==> src/design/icfs_pkg.sv <==
/*
 * constants and carrier types of the interpolation chain and fifo status block.
 * assumes one dac-side clock, mclk, at 20 MHz.
 */
package icfs_pkg;
    // ****************************************
    // register map
    // ****************************************
    localparam logic [6:0] ADDR_FILL_A = 7'h18;
    localparam logic [6:0] ADDR_CTRL_B = 7'h19;
    localparam logic [6:0] ADDR_FILL_B = 7'h1A;
    localparam logic [6:0] ADDR_STG1 = 7'h1C;
    localparam logic [6:0] ADDR_STG2 = 7'h1D;
    localparam logic [6:0] ADDR_STG3 = 7'h1E;
    localparam logic [6:0] ADDR_ID = 7'h1F;
    localparam int B_WARN1 = 7;
    localparam int B_WARN2 = 6;
    localparam int B_RST_ALN = 5;
    localparam int B_ACK = 4;
    localparam int B_REQ = 3;
    localparam int B_PREMOD = 7;
    localparam int B_SINC_BYP = 6;
    localparam int B_PHASE_BYP = 7;
    localparam int B_BYP = 0;
    localparam int B_MODE = 1;
    localparam logic [7:0] CTRL_B_RST = 8'h00;
    localparam logic [7:0] STG1_RST = 8'h40;
    localparam logic [7:0] STG2_RST = 8'h00;
    localparam logic [7:0] STG3_RST = 8'h81;
    // ****************************************
    // fifo and serial port
    // ****************************************
    localparam logic [2:0] FIFO_OPT_FILL = 3'h4;
    localparam logic [4:0] SPI_HDR_BITS = 5'h08;
    localparam logic [4:0] SPI_FRAME_BITS = 5'h10;
    typedef enum logic [1:0] {
        ICFS_IDLE = 2'b00,
        ICFS_HDR = 2'b01,
        ICFS_DATA = 2'b11,
        ICFS_DONE = 2'b10
    } icfs_spi_e;
    typedef struct packed {
        logic valid;
        logic signed [15:0] i;
        logic signed [15:0] q;
    } icfs_smp_s;
endpackage : icfs_pkg

==> src/design/icfs_top.sv <==
/*
 * dac datapath control: port a/b fifos with fill and pointer status, serial
 * register port, pre-modulation, three 2x stages, inverse sinc correction.
 * assumes fifo writes come from the data receiver on mclk; the serial port
 * pins are asynchronous and slow against mclk (sclk period 400 ns or more).
 */
// What this block does
// each port's fifo fill reads as an 8-bit thermometer code
// warning bit 7 set while port b pointers are within one
// warning bit 6 set while port b pointers are within two
// bit 5 reports port b pointers aligned after chip reset
// software requests realign with bit 3; device acknowledges in bit 4
// realigned pointers sit offset from optimal phase by 3-bit field
// pre-modulation bit rotates samples by half rate before stage one
// inverse sinc bypass bit, set after reset, skips the correction
// stage one doubles rate, 2-bit mode picks dc or half-rate shift
// stage one bypass bit skips stage one, clear after reset
// stage two doubles rate, 3-bit mode picks dc to three-quarter shift
// stage two bypass bit skips stage two, clear after reset
// stage three doubles rate, mode in bits 3:1 as stage two
// stage three bypass bit skips stage three, set after reset
// phase compensation bypass bit 7 of stage three register, set after reset
// bypassed stage passes samples unchanged; rate factor is two per active stage
// read-only identification register ignores writes
`timescale 1ns/1ps
`default_nettype none
module icfs_top
    import icfs_pkg::*;
#(
    parameter logic [7:0] PART_ID = 8'h5A, // arbitrary value
    parameter int DEPTH_LOG2 = 3
) (
    input wire logic mclk,
    input wire logic rst,
    input wire logic spi_csb_n,
    input wire logic spi_sclk,
    input wire logic spi_sdi,
    output logic spi_sdo,
    output logic spi_sdo_oe,
    input wire logic port_a_wr,
    input wire logic [15:0] port_a_data,
    input wire logic port_b_wr,
    input wire logic [15:0] port_b_data,
    output icfs_smp_s dac_smp,
    output logic phase_comp_on
);
    localparam int DEPTH = 2 ** DEPTH_LOG2;
    typedef logic [DEPTH_LOG2-1:0] icfs_ptr_t;
    typedef struct packed {
        logic [2:0] sclk_s;
        logic [1:0] csb_s;
        logic [1:0] sdi_s;
        icfs_spi_e spi;
        logic [4:0] bits;
        logic [7:0] sh_in;
        logic [7:0] sh_out;
        logic rd;
        logic [6:0] addr;
        logic [7:0] ctrl_b;
        logic rst_aln;
        logic ack;
        logic [7:0] stg1;
        logic [7:0] stg2;
        logic [7:0] stg3;
        icfs_ptr_t wp_a;
        icfs_ptr_t rp_a;
        icfs_ptr_t wp_b;
        icfs_ptr_t rp_b;
        logic [2:0] rate;
        logic pm_odd;
        icfs_smp_s feed;
        icfs_smp_s prev;
        icfs_smp_s dac;
    } icfs_st_s;
    icfs_st_s st_reg;
    icfs_st_s st_next;
    logic [15:0] mem_a [DEPTH];
    logic [15:0] mem_b [DEPTH];
    icfs_smp_s s1_out;
    icfs_smp_s s2_out;
    icfs_smp_s s3_out;
    icfs_ptr_t cnt_a;
    icfs_ptr_t cnt_b;
    logic [7:0] fill_a;
    logic [7:0] fill_b;
    logic warn1;
    logic warn2;
    logic act1;
    logic act2;
    logic act3;
    logic [1:0] n_act;
    logic [1:0] lvl1;
    logic [1:0] lvl2;
    logic pop;
    logic sclk_rise;
    logic sclk_fall;
    logic spi_wr;
    logic [7:0] rdata;

    function automatic logic at_level(input logic [2:0] rate, input logic [1:0] lvl);
        logic [2:0] mask;
        mask = 3'((4'h1 << lvl) - 4'h1);
        return (rate & mask) == 3'h0;
    endfunction : at_level

    function automatic logic [7:0] therm(input icfs_ptr_t cnt);
        return 8'((9'h001 << cnt) - 9'h001);
    endfunction : therm

    // ****************************************
    // fifo status
    // ****************************************
    assign cnt_a = st_reg.wp_a - st_reg.rp_a;
    assign cnt_b = st_reg.wp_b - st_reg.rp_b;
    assign fill_a = therm(cnt_a);
    assign fill_b = therm(cnt_b);
    // distance is circular: near-empty and near-full both count as close
    assign warn1 = cnt_b <= icfs_ptr_t'(1) || cnt_b >= icfs_ptr_t'(DEPTH - 1);
    assign warn2 = cnt_b <= icfs_ptr_t'(2) || cnt_b >= icfs_ptr_t'(DEPTH - 2);

    // ****************************************
    // rate plan
    // ****************************************
    assign act1 = !st_reg.stg1[B_BYP];
    assign act2 = !st_reg.stg2[B_BYP];
    assign act3 = !st_reg.stg3[B_BYP];
    assign n_act = 2'(act1) + 2'(act2) + 2'(act3);
    assign lvl1 = n_act - 2'(act1);
    assign lvl2 = lvl1 - 2'(act2);
    // one pop per 2^n_act cycles, final stage emits every cycle
    assign pop = at_level(st_reg.rate, n_act);

    // ****************************************
    // serial register port
    // ****************************************
    assign sclk_rise = st_reg.sclk_s[1] && !st_reg.sclk_s[2];
    assign sclk_fall = !st_reg.sclk_s[1] && st_reg.sclk_s[2];
    assign spi_wr = st_reg.spi == ICFS_DATA && sclk_rise && !st_reg.rd
        && st_reg.bits == SPI_FRAME_BITS - 5'h01;
    always_comb begin
        unique case (st_reg.sh_in[6:0])
            ADDR_FILL_A: rdata = fill_a;
            ADDR_CTRL_B: rdata = {warn1, warn2, st_reg.rst_aln, st_reg.ack,
                st_reg.ctrl_b[3:0]};
            ADDR_FILL_B: rdata = fill_b;
            ADDR_STG1: rdata = st_reg.stg1;
            ADDR_STG2: rdata = st_reg.stg2;
            ADDR_STG3: rdata = st_reg.stg3;
            ADDR_ID: rdata = PART_ID;
            default: rdata = 8'h00;
        endcase
    end

    always_comb begin
        st_next = st_reg;
        st_next.sclk_s = {st_reg.sclk_s[1:0], spi_sclk};
        st_next.csb_s = {st_reg.csb_s[0], spi_csb_n};
        st_next.sdi_s = {st_reg.sdi_s[0], spi_sdi};
        if (st_reg.csb_s[1]) begin
            st_next.spi = ICFS_IDLE;
        end else begin
            unique case (st_reg.spi)
                ICFS_IDLE: begin
                    st_next.spi = ICFS_HDR;
                    st_next.bits = 5'h00;
                end
                ICFS_HDR: if (sclk_rise) begin
                    st_next.sh_in = {st_reg.sh_in[6:0], st_reg.sdi_s[1]};
                    st_next.bits = st_reg.bits + 5'h01;
                    if (st_reg.bits == SPI_HDR_BITS - 5'h01) begin
                        st_next.spi = ICFS_DATA;
                        st_next.rd = st_reg.sh_in[6];
                        st_next.addr = st_reg.sh_in[6:0] & 7'h7F;
                    end
                end
                ICFS_DATA: begin
                    if (st_reg.bits == SPI_HDR_BITS && !sclk_rise) begin
                        st_next.addr = st_reg.sh_in[6:0];
                    end
                    if (sclk_fall && st_reg.bits > SPI_HDR_BITS) begin
                        st_next.sh_out = {st_reg.sh_out[6:0], 1'b0};
                    end
                    if (sclk_rise) begin
                        st_next.sh_in = {st_reg.sh_in[6:0], st_reg.sdi_s[1]};
                        st_next.bits = st_reg.bits + 5'h01;
                        if (st_reg.bits == SPI_FRAME_BITS - 5'h01) begin
                            st_next.spi = ICFS_DONE;
                        end
                    end
                end
                ICFS_DONE: st_next.spi = ICFS_DONE;
            endcase
        end
        // read data is cleared the cycle the header completes, then fetched each cycle without an sclk edge until the next rising sclk edge
        if (st_reg.spi == ICFS_HDR && st_next.spi == ICFS_DATA) begin
            st_next.sh_out = 8'h00;
        end
        if (st_reg.spi == ICFS_DATA && st_reg.bits == SPI_HDR_BITS && !sclk_fall
            && !sclk_rise) begin
            st_next.sh_out = rdata;
        end
        if (spi_wr) begin
            unique case (st_reg.addr)
                ADDR_CTRL_B: begin
                    st_next.ctrl_b = {4'h0, st_reg.sh_in[2:0], st_reg.sdi_s[1]};
                    if (!st_reg.sh_in[2]) begin
                        st_next.ack = 1'b0;
                    end
                end
                ADDR_STG1: st_next.stg1 = {st_reg.sh_in[6:0], st_reg.sdi_s[1]};
                ADDR_STG2: st_next.stg2 = {st_reg.sh_in[6:0], st_reg.sdi_s[1]};
                ADDR_STG3: st_next.stg3 = {st_reg.sh_in[6:0], st_reg.sdi_s[1]};
                default: ; // read-only and unmapped writes dropped
            endcase
        end
        // ********** fifos **********
        if (port_a_wr && cnt_a != icfs_ptr_t'(DEPTH - 1)) begin
            st_next.wp_a = st_reg.wp_a + icfs_ptr_t'(1);
        end
        if (port_b_wr && cnt_b != icfs_ptr_t'(DEPTH - 1)) begin
            st_next.wp_b = st_reg.wp_b + icfs_ptr_t'(1);
        end
        st_next.rate = st_reg.rate + 3'h1;
        st_next.feed.valid = 1'b0;
        if (pop) begin
            st_next.pm_odd = !st_reg.pm_odd;
            st_next.feed = {1'b1, mem_a[st_reg.rp_a], mem_b[st_reg.rp_b]};
            if (st_reg.stg1[B_PREMOD] && st_reg.pm_odd) begin
                st_next.feed.i = -mem_a[st_reg.rp_a];
                st_next.feed.q = -mem_b[st_reg.rp_b];
            end
            if (cnt_a != icfs_ptr_t'(0)) begin
                st_next.rp_a = st_reg.rp_a + icfs_ptr_t'(1);
            end
            if (cnt_b != icfs_ptr_t'(0)) begin
                st_next.rp_b = st_reg.rp_b + icfs_ptr_t'(1);
            end
        end
        // alignment after reset, then on each software request
        if (!st_reg.rst_aln || (st_reg.ctrl_b[B_REQ] && !st_reg.ack)) begin
            st_next.rp_b = st_reg.wp_b - FIFO_OPT_FILL - st_reg.ctrl_b[2:0];
            st_next.rst_aln = 1'b1;
            if (st_reg.rst_aln) begin
                st_next.ack = 1'b1;
            end
        end
        if (!st_reg.rst_aln) begin
            st_next.rp_a = st_reg.wp_a - FIFO_OPT_FILL;
        end
        // ********** inverse sinc correction **********
        st_next.prev = s3_out.valid ? s3_out : st_reg.prev;
        st_next.dac = s3_out;
        if (!st_reg.stg1[B_SINC_BYP] && s3_out.valid) begin
            // cheap high-frequency lift; wraps on full-scale steps
            st_next.dac.i = s3_out.i + ((s3_out.i - st_reg.prev.i) >>> 3);
            st_next.dac.q = s3_out.q + ((s3_out.q - st_reg.prev.q) >>> 3);
        end
    end

    always_ff @(posedge mclk or posedge rst) begin
        if (rst) begin
            st_reg <= '0;
            st_reg.sclk_s <= 3'h0;
            st_reg.csb_s <= 2'h3;
            st_reg.ctrl_b <= CTRL_B_RST;
            st_reg.stg1 <= STG1_RST;
            st_reg.stg2 <= STG2_RST;
            st_reg.stg3 <= STG3_RST;
        end else begin
            st_reg <= st_next;
        end
    end

    always_ff @(posedge mclk) begin
        if (port_a_wr && cnt_a != icfs_ptr_t'(DEPTH - 1)) begin
            mem_a[st_reg.wp_a] <= port_a_data;
        end
        if (port_b_wr && cnt_b != icfs_ptr_t'(DEPTH - 1)) begin
            mem_b[st_reg.wp_b] <= port_b_data;
        end
    end

    // ****************************************
    // interpolation chain
    // ****************************************
    icfs_stage u_stage1 (
        .mclk(mclk),
        .rst(rst),
        .out_en(at_level(st_reg.rate, lvl1)),
        .bypass(!act1),
        .mode({st_reg.stg1[2], 1'b0, st_reg.stg1[B_MODE]}),
        .smp_in(st_reg.feed),
        .smp_out(s1_out)
    );
    icfs_stage u_stage2 (
        .mclk(mclk),
        .rst(rst),
        .out_en(at_level(st_reg.rate, lvl2)),
        .bypass(!act2),
        .mode(st_reg.stg2[3:1]),
        .smp_in(s1_out),
        .smp_out(s2_out)
    );
    icfs_stage u_stage3 (
        .mclk(mclk),
        .rst(rst),
        .out_en(1'b1),
        .bypass(!act3),
        .mode(st_reg.stg3[3:1]),
        .smp_in(s2_out),
        .smp_out(s3_out)
    );

    assign dac_smp = st_reg.dac;
    assign phase_comp_on = !st_reg.stg3[B_PHASE_BYP];
    assign spi_sdo = st_reg.sh_out[7];
    assign spi_sdo_oe = st_reg.spi == ICFS_DATA && st_reg.rd && !st_reg.csb_s[1];

    // ****************************************
    // checks
    // ****************************************
    chk_fill_therm: assert property (@(posedge mclk) disable iff (rst)
        ((9'(fill_b) + 9'h001) & 9'(fill_b)) == 9'h000
        && ((9'(fill_a) + 9'h001) & 9'(fill_a)) == 9'h000)
        else $error("fill level not a thermometer code");
    chk_warn_one: assert property (@(posedge mclk) disable iff (rst)
        warn1 == (!fill_b[1] || fill_b[6]))
        else $error("warning one disagrees with fill level");
    chk_warn_two: assert property (@(posedge mclk) disable iff (rst)
        (warn2 == (!fill_b[2] || fill_b[5])) && (!warn1 || warn2))
        else $error("warning two disagrees with fill level");
    chk_reset_align: assert property (@(posedge mclk) disable iff (rst)
        !st_reg.rst_aln |=> st_reg.rst_aln && $stable(st_reg.ack))
        else $error("pointers not aligned after reset");
    chk_align_ack: assert property (@(posedge mclk) disable iff (rst)
        st_reg.rst_aln && st_reg.ctrl_b[B_REQ] && !st_reg.ack && !spi_wr |=> st_reg.ack)
        else $error("realign request not acknowledged");
    chk_phase_ofs: assert property (@(posedge mclk) disable iff (rst)
        $rose(st_reg.ack) && !$past(port_b_wr) && !$past(pop)
        |-> cnt_b == icfs_ptr_t'(FIFO_OPT_FILL + st_reg.ctrl_b[2:0]))
        else $error("realigned pointer distance wrong");
    chk_sinc_byp: assert property (@(posedge mclk) disable iff (rst)
        st_reg.stg1[B_SINC_BYP] |=> dac_smp == $past(s3_out))
        else $error("bypassed correction altered samples");
    chk_pop_rate: assert property (@(posedge mclk) disable iff (rst)
        pop && n_act == 2'h1 && !spi_wr ##1 !spi_wr |-> !pop ##1 pop)
        else $error("pop spacing wrong for one active stage");
    chk_id_read: assert property (@(posedge mclk) disable iff (rst)
        spi_wr && st_reg.addr == ADDR_ID |=> $stable(st_reg.stg3) && $stable(st_reg.ctrl_b))
        else $error("write to identification changed state");
    cov_write: cover property (@(posedge mclk) disable iff (rst) spi_wr);
    cov_read: cover property (@(posedge mclk) disable iff (rst) $rose(spi_sdo_oe));
    cov_realign: cover property (@(posedge mclk) disable iff (rst) $rose(st_reg.ack));
    cov_all_stages: cover property (@(posedge mclk) disable iff (rst)
        n_act == 2'h3 && pop);
endmodule : icfs_top
`default_nettype wire

==> src/design/icfs_stage.sv <==
/*
 * one 2x interpolation stage with complex output rotation, or a plain bypass.
 * assumes out_en pulses at twice the rate of in.valid while active.
 */
`timescale 1ns/1ps
`default_nettype none
module icfs_stage
    import icfs_pkg::*;
(
    input wire logic mclk,
    input wire logic rst,
    input wire logic out_en,
    input wire logic bypass,
    input wire logic [2:0] mode,
    input wire icfs_smp_s smp_in,
    output icfs_smp_s smp_out
);
    typedef struct packed {
        icfs_smp_s hold;
        icfs_smp_s out;
        logic [1:0] rot;
    } icfs_stg_s;
    icfs_stg_s st_reg;
    icfs_stg_s st_next;
    logic [1:0] step;
    // mode[2:1] picks dc, quarter, half or three-quarter output rate
    assign step = mode[2:1];
    always_comb begin
        st_next = st_reg;
        st_next.out.valid = 1'b0;
        if (bypass) begin
            st_next.out = smp_in;
        end else begin
            if (smp_in.valid) begin
                st_next.hold = smp_in;
            end
            if (out_en) begin
                // each held input goes out twice, rotated by e^(j*pi*rot/2)
                // dc mode ignores any rotation left over from an earlier mode
                unique case (step == 2'b00 ? 2'b00 : st_reg.rot)
                    2'b00: st_next.out = {1'b1, st_reg.hold.i, st_reg.hold.q};
                    2'b01: st_next.out = {1'b1, -st_reg.hold.q, st_reg.hold.i};
                    2'b10: st_next.out = {1'b1, -st_reg.hold.i, -st_reg.hold.q};
                    2'b11: st_next.out = {1'b1, st_reg.hold.q, -st_reg.hold.i};
                endcase
                st_next.rot = st_reg.rot + step;
            end
        end
    end
    always_ff @(posedge mclk or posedge rst) begin
        if (rst) begin
            st_reg <= '0;
        end else begin
            st_reg <= st_next;
        end
    end
    assign smp_out = st_reg.out;
    // ****************************************
    // checks
    // ****************************************
    chk_byp_pass: assert property (@(posedge mclk) disable iff (rst)
        bypass |=> smp_out == $past(smp_in))
        else $error("bypassed stage altered its input");
    chk_dc_mode: assert property (@(posedge mclk) disable iff (rst)
        !bypass && out_en && step == 2'b00 |=> smp_out.i == $past(st_reg.hold.i))
        else $error("dc mode output differs from held sample");
    chk_half_flip: assert property (@(posedge mclk) disable iff (rst)
        !bypass && out_en && step == 2'b10 && st_reg.rot == 2'b10
        |=> smp_out.i == -$past(st_reg.hold.i))
        else $error("half rate mode did not alternate sign");
    cov_active: cover property (@(posedge mclk) disable iff (rst)
        !bypass && smp_in.valid ##1 out_en [*2]);
endmodule : icfs_stage
`default_nettype wire

==> config.mk <==
export PLATFORM = sky130hd
export DESIGN_NAME = icfs_top
export DESIGN_NICKNAME = d
export VERILOG_FILES = /design/src/design/icfs_pkg.sv /design/src/design/icfs_top.sv /design/src/design/icfs_stage.sv
export SDC_FILE = /design/constraint.sdc
export NUM_CORES = 1
export LEC_CHECK = 0
export BUFFER_PORTS_ARGS = -buffer_cell sky130_fd_sc_hd__buf_4
export CORE_AREA = 2 2 310 312
export CTS_CLUSTER_DIAMETER = 80
export DETAILED_ROUTE_END_ITERATION = 10
export DIE_AREA = 0 0 312 314
export SYNTH_ARGS = -nofsm -noshare
export SYNTH_HDL_FRONTEND = slang
export SYNTH_HIERARCHICAL = 1
export SYNTH_SLANG_ARGS = --single-unit
export TNS_END_PERCENT = 100
==> constraint.sdc <==
create_clock -name mclk -period 7.23 [get_ports mclk]
set_input_delay 0.723 -clock mclk [delete_from_list [all_inputs] [get_ports mclk]]
set_output_delay 0.723 -clock mclk [all_outputs]
set_load 0.02 [all_outputs]
After elaboration in Yosys (flattened, before gate mapping)
Memories as Yosys holds them, arrays and structs flattened.
Index checks and enable logic that the tools add are counted.
{"block": "word_totals", "register_bits": 382, "ramBits": 256, "inputBits": 39, "elab_cells": 259, "mem_count": 2}
{"memory": "mem_a", "words": 8, "width": 16, "rd": 1, "rd_clocked_by_memory_dff": 0, "write_ports": 1, "line_no": "icfs_top.sv:77", "rtl": "logic [15:0] mem_a [DEPTH];"}
{"memory": "mem_b", "words": 8, "width": 16, "rd": 1, "rd_clocked_by_memory_dff": 0, "write_ports": 1, "line_no": "icfs_top.sv:78", "rtl": "logic [15:0] mem_b [DEPTH];"}
{"block": "classes", "addsub": 35, "order_cmp": 5, "eq_ne": 36, "shifts": 5, "muxes": 51, "bitwise": 7, "reduce_logical": 71}
{"op": "$pmux W33 S4", "count": 3}
{"op": "$mux W33", "count": 4}
{"op": "$neg A16 Y16", "count": 8}
{"op": "$eq A7 B5 Y1 const B", "count": 11}
{"op": "$mux W8", "count": 9}
{"op": "$mux W35", "count": 2}
{"op": "$mux W32", "count": 2}
{"op": "$pmux W8 S7", "count": 1}
{"op": "$add A16 B13 Y16", "count": 2}
{"op": "$sub A16 B16 Y16", "count": 2}
{"op": "$mux W15", "count": 2}
{"op": "$pmux W7 S2", "count": 2}
{"op": "$mux W25", "count": 1}
{"op": "$reduce_and A2 Y1", "count": 11}
{"op": "$eq A2 B2 Y1 const B", "count": 9}
{"op": "$logic_and A1 B1 Y1", "count": 18}
{"op": "$mux W3", "count": 6}
{"op": "$mux W16", "count": 1}
{"op": "$shl A1 B3 Y8 const A", "count": 2}
{"op": "$sub A8 B1 Y8 const B", "count": 2}
{"op": "$add A3 B1 Y3 const B", "count": 5}
{"op": "$pmux W5 S3", "count": 1}
{"op": "$reduce_bool A3 Y1", "count": 5}
{"op": "$logic_not A1 Y1", "count": 14}
{"op": "33 further kinds", "count": 87}

Depth between registers and ports, before layout
{"block": "logic_depth", "ltp_word": 11, "mapped_depth": 19}

Hierarchy
The synthesis kept the hierarchy.
{"mod": "icfs_top", "n_inst": 1, "cells_each": 1610, "area_each_um2": 20813.7}
{"mod": "icfs_stage", "n_inst": 3, "cells_each": 584, "area_each_um2": 4979.8}

Worst setup path before layout
Ideal clock, no wire load.
{"block": "synth_path", "path_type": "register to register", "startpoint": "register, netlist name st_reg[104]", "endpoint": "memory mem_b[0][0], enable pin", "setup_time_ps": 409, "t_arrival_ps": 3648, "required_time_ps": 6821, "slack_ps": 3172, "stages_incl_launch_ff": 10, "n_path_buf": 3, "period_less_slack_ps": 4058, "cell_sequence": "dfrtp_1 > clkbuf_1 > clkbuf_1 > buf_1 > inv_1 > fa_1 > xnor2_1 > or3_1 > nand3_1 > nor3_1"}
{"element": "end, declared", "line_no": "icfs_top.sv:78"}

==> impl_metrics.yaml <==
run_status:
  status: "complete, no violations"
setup_path:
  critPathKind: "flip-flop to flip-flop"
  arrival_ns: 5.07
  r2r_start: "u_stage3/smp_out[18]$_DFFE_PP0P_"
  startpoint: "u_stage3/smp_out[18]$_DFFE_PP0P_"
  reg2reg_depth: 17
  startpoint_type: "flip-flop"
  r2r_end: "dac_smp[30]$_DFF_PP0_"
  crit_fanout: 5
  required_ns: 7.75
  endpoint_kind: "flip-flop"
  rrSetupSlack_ns: 2.68
timing:
  fmaxAchievable_mhz: 219.9
  rsz0062_at_grt: "no"
  tightest_slew_ns: 1.194
  relSlewSlack_pct: 19.50
  final_hold_viol_count: 0
  min_period_over_period_pct: 62.89
  setup_tns_ns: 0
  period_minus_slack_ns: 4.547
  slew_viol_final: 0
  setup_violations: 0
  skew_ns: 0.04006
  holdWs_ns: 0.1096
synthesis:
  syn_inst: 3362
  synth_edf_count: 256
  synth_seq_cells: 638
  syn_area_sq_um: 35750
  avgSynthCellArea_sq_um: 10.63
  ys_seq_area_share_pct: 48.26
  synth_top_flop_cell: "dfrtp_1"
  async_reset_ff_share_pct: 59.87
  yosys_warnings: 6
  synth_cell_types: 88
drt:
  vias: 25550
  post_drt_wl_per_cell_um: 20.48
  vias_per_cell: 5.620
  drt_iter0_drc: 2379
  drc: 0
  drtPass1Iterations: 5
  totalWireLength_um: 93100
  ant_nets: 0
die:
  die_w_um: 312
  initial_core_util_pct: 37.86
  pin_count: 75
  core_sq_um: 94450
  rows: 113
  dieArea_sq_um: 97970
  die_y_um: 314
grt:
  grt_max_degree: 104
  grt_first_pass_wirelength_um: 146800
  antenna_found_initial: 1
  gr-total-overflow: 0
  grt_use_total_pct: 18.77
  grt_pass1_vias: 24540
clock_network:
  cts_setup_buffers: 0
  numCtsBuffers: 76
  cts.sinks: 638
  cts-resized-gates: 0
  cts_tree: "built"
  htreeDepth: 3
  root_buffer: "clkbuf_16"
  clockBufferDepth: 3
  cts.clk_slew.worst_paths_ns: 0.06
  clock_latency_ns: 0.65
  holdBufCountCts: 0
final_layout:
  final_net_count: 3352
  layout_commonest_cell: "dfrtp_1"
  area_delta_synth_final_pct: 9.204
  antenna_cells: 0
  largest_reg_flops: 143
  mostFrequentLayoutCells: "374 x dfrtp_1, 313 x o21ai_0, 304 x nand2_1, 256 x edfxtp_1, 170 x a21oi_1"
  layout-drive-gt1-share_pct: 15.18
power:
  power_density_nw_per_um2: 452.0
  p_leak_nw: 15.21
  ir_drop_uv: 232.4
job:
  cap_violations: 0
placement:
  hpwl_um: 62790
  io_buffers: 74
  globalplace.congestion: 0.9406
min_path:
  hold_path_class: "input port to asynchronous set/reset pin"
## cells in the mapped netlist (16+ instances only)
| library cell | number | area (sq um) |
|---|---|---|
| a2bb2oi_1 | 25 | 219.0 |
| buf_4 | 132 | 991.0 |
| nor2_1 | 145 | 544.3 |
| xor2_1 | 73 | 639.4 |
| o21a_1 | 20 | 150.1 |
| ha_1 | 89 | 1114 |
| inv_1 | 114 | 427.9 |
| a211oi_1 | 23 | 172.7 |
| mux4_2 | 64 | 1441 |
| dfrtp_1 | 377 | 9434 |
| a221oi_1 | 21 | 183.9 |
| o21ai_1 | 17 | 85.08 |
| nor2b_1 | 20 | 125.1 |
| a21o_1 | 17 | 127.6 |
| o31ai_1 | 20 | 150.1 |
| nand3_1 | 86 | 430.4 |
| a22oi_1 | 33 | 247.7 |
| nand2b_1 | 19 | 118.9 |
| xnor2_1 | 101 | 884.6 |
| and3_1 | 65 | 406.6 |
| nor4_1 | 20 | 125.1 |
| o21ai_0 | 314 | 1572 |
| a21oi_1 | 170 | 850.8 |
| mux2i_1 | 70 | 700.7 |
| a31oi_1 | 28 | 175.2 |
| buf_1 | 18 | 67.56 |
| or3_1 | 33 | 206.5 |
| nand2_1 | 304 | 1141 |
| nand4_1 | 26 | 162.7 |
| o211ai_1 | 41 | 307.8 |
| edfxtp_1 | 256 | 7687 |
| clkbuf_1 | 182 | 683.2 |
| nor3b_1 | 16 | 120.1 |
| nor3_1 | 57 | 285.3 |
| mux2_2 | 108 | 1216 |
## critical path, cell delays in order (launching register included)
cell and delay, ns:
dfrtp_1 0.44, ha_1 0.31, a21o_1 0.15, a31oi_1 0.26, nor2b_1 0.08, nor2_1 0.15
nor2b_1 0.08, nor2_1 0.12, xnor2_1 0.13, ha_1 0.29, a21o_1 0.19, a21oi_1 0.22
o21bai_1 0.13, a2111oi_0 0.82, nor4b_1 0.19, o311ai_0 0.50, a2111oi_0 0.17, nand3b_1 0.18
## worst max path at each step
stage | end | slack (ns) | depth (start not counted)
final | dac_smp[30]$_DFF_PP0_ | 2.68 | 17
after floorplan | dac_smp[0]$_DFF_PP0_ | 1.60 | 1
after CTS | dac_smp[30]$_DFF_PP0_ | 2.70 | 17
after detailed placement | dac_smp[30]$_DFF_PP0_ | 2.74 | 17
after global placement | dac_smp[30]$_DFF_PP0_ | 2.77 | 17
after global routing | dac_smp[30]$_DFF_PP0_ | 2.26 | 17
## final cells by class
cell class	instances	area [sq um]
flip-flops and latches	638	17260
clock buffers	100	2093
well taps	1265	1583
repair buffers	129	968.4
fillers	9062	55400
inverters	115	439.2
multi-input cells	2259	16230
clock inverters	40	475.5
## where the power goes
| part | total (mW) | switching, mW | internal [mW] |
|---|---|---|---|
| clock network | 3.89 | 1.61 | 2.29 |
| logic | 7.28 | 3.97 | 3.31 |
| registers | 6.47 | 1.61 | 4.86 |
## layer usage
layer	global-route usage, %	vias up	wire length, um
li1	-	11940	-
met1	26.11	12600	41310
met2	29.93	830	43150
met3	3.314	175	5950
met4	5.769	2	2676
met5	0	-	17
## cell families after synthesis
kind of cell,share of synthesized area [%]
XOR/XNOR,4.262
multiplexers,9.533
buffers and inverters,6.530
AO/OA/AOI/OAI,15.10
other,0.02101
adder cells (fa/ha/maj),3.395
AND/OR/NAND/NOR,12.91
flip-flops,48.26
## through the flow
step	instance area, sq um	instances	setup slack [ns]	util [%]	total power [mW]
3_5_place_dp	36480	4406	2.741	38.62	13.78
3_3_place_gp	36480	4406	2.765	38.62	13.71
6_report	39040	4546	2.683	41.34	17.65
2_1_floorplan	35760	3365	1.600	-	12.11
5_1_grt	39040	4546	2.265	41.34	18.90
4_1_cts	39040	4546	2.697	41.34	17.74
(Power assumes the default switching activity.)
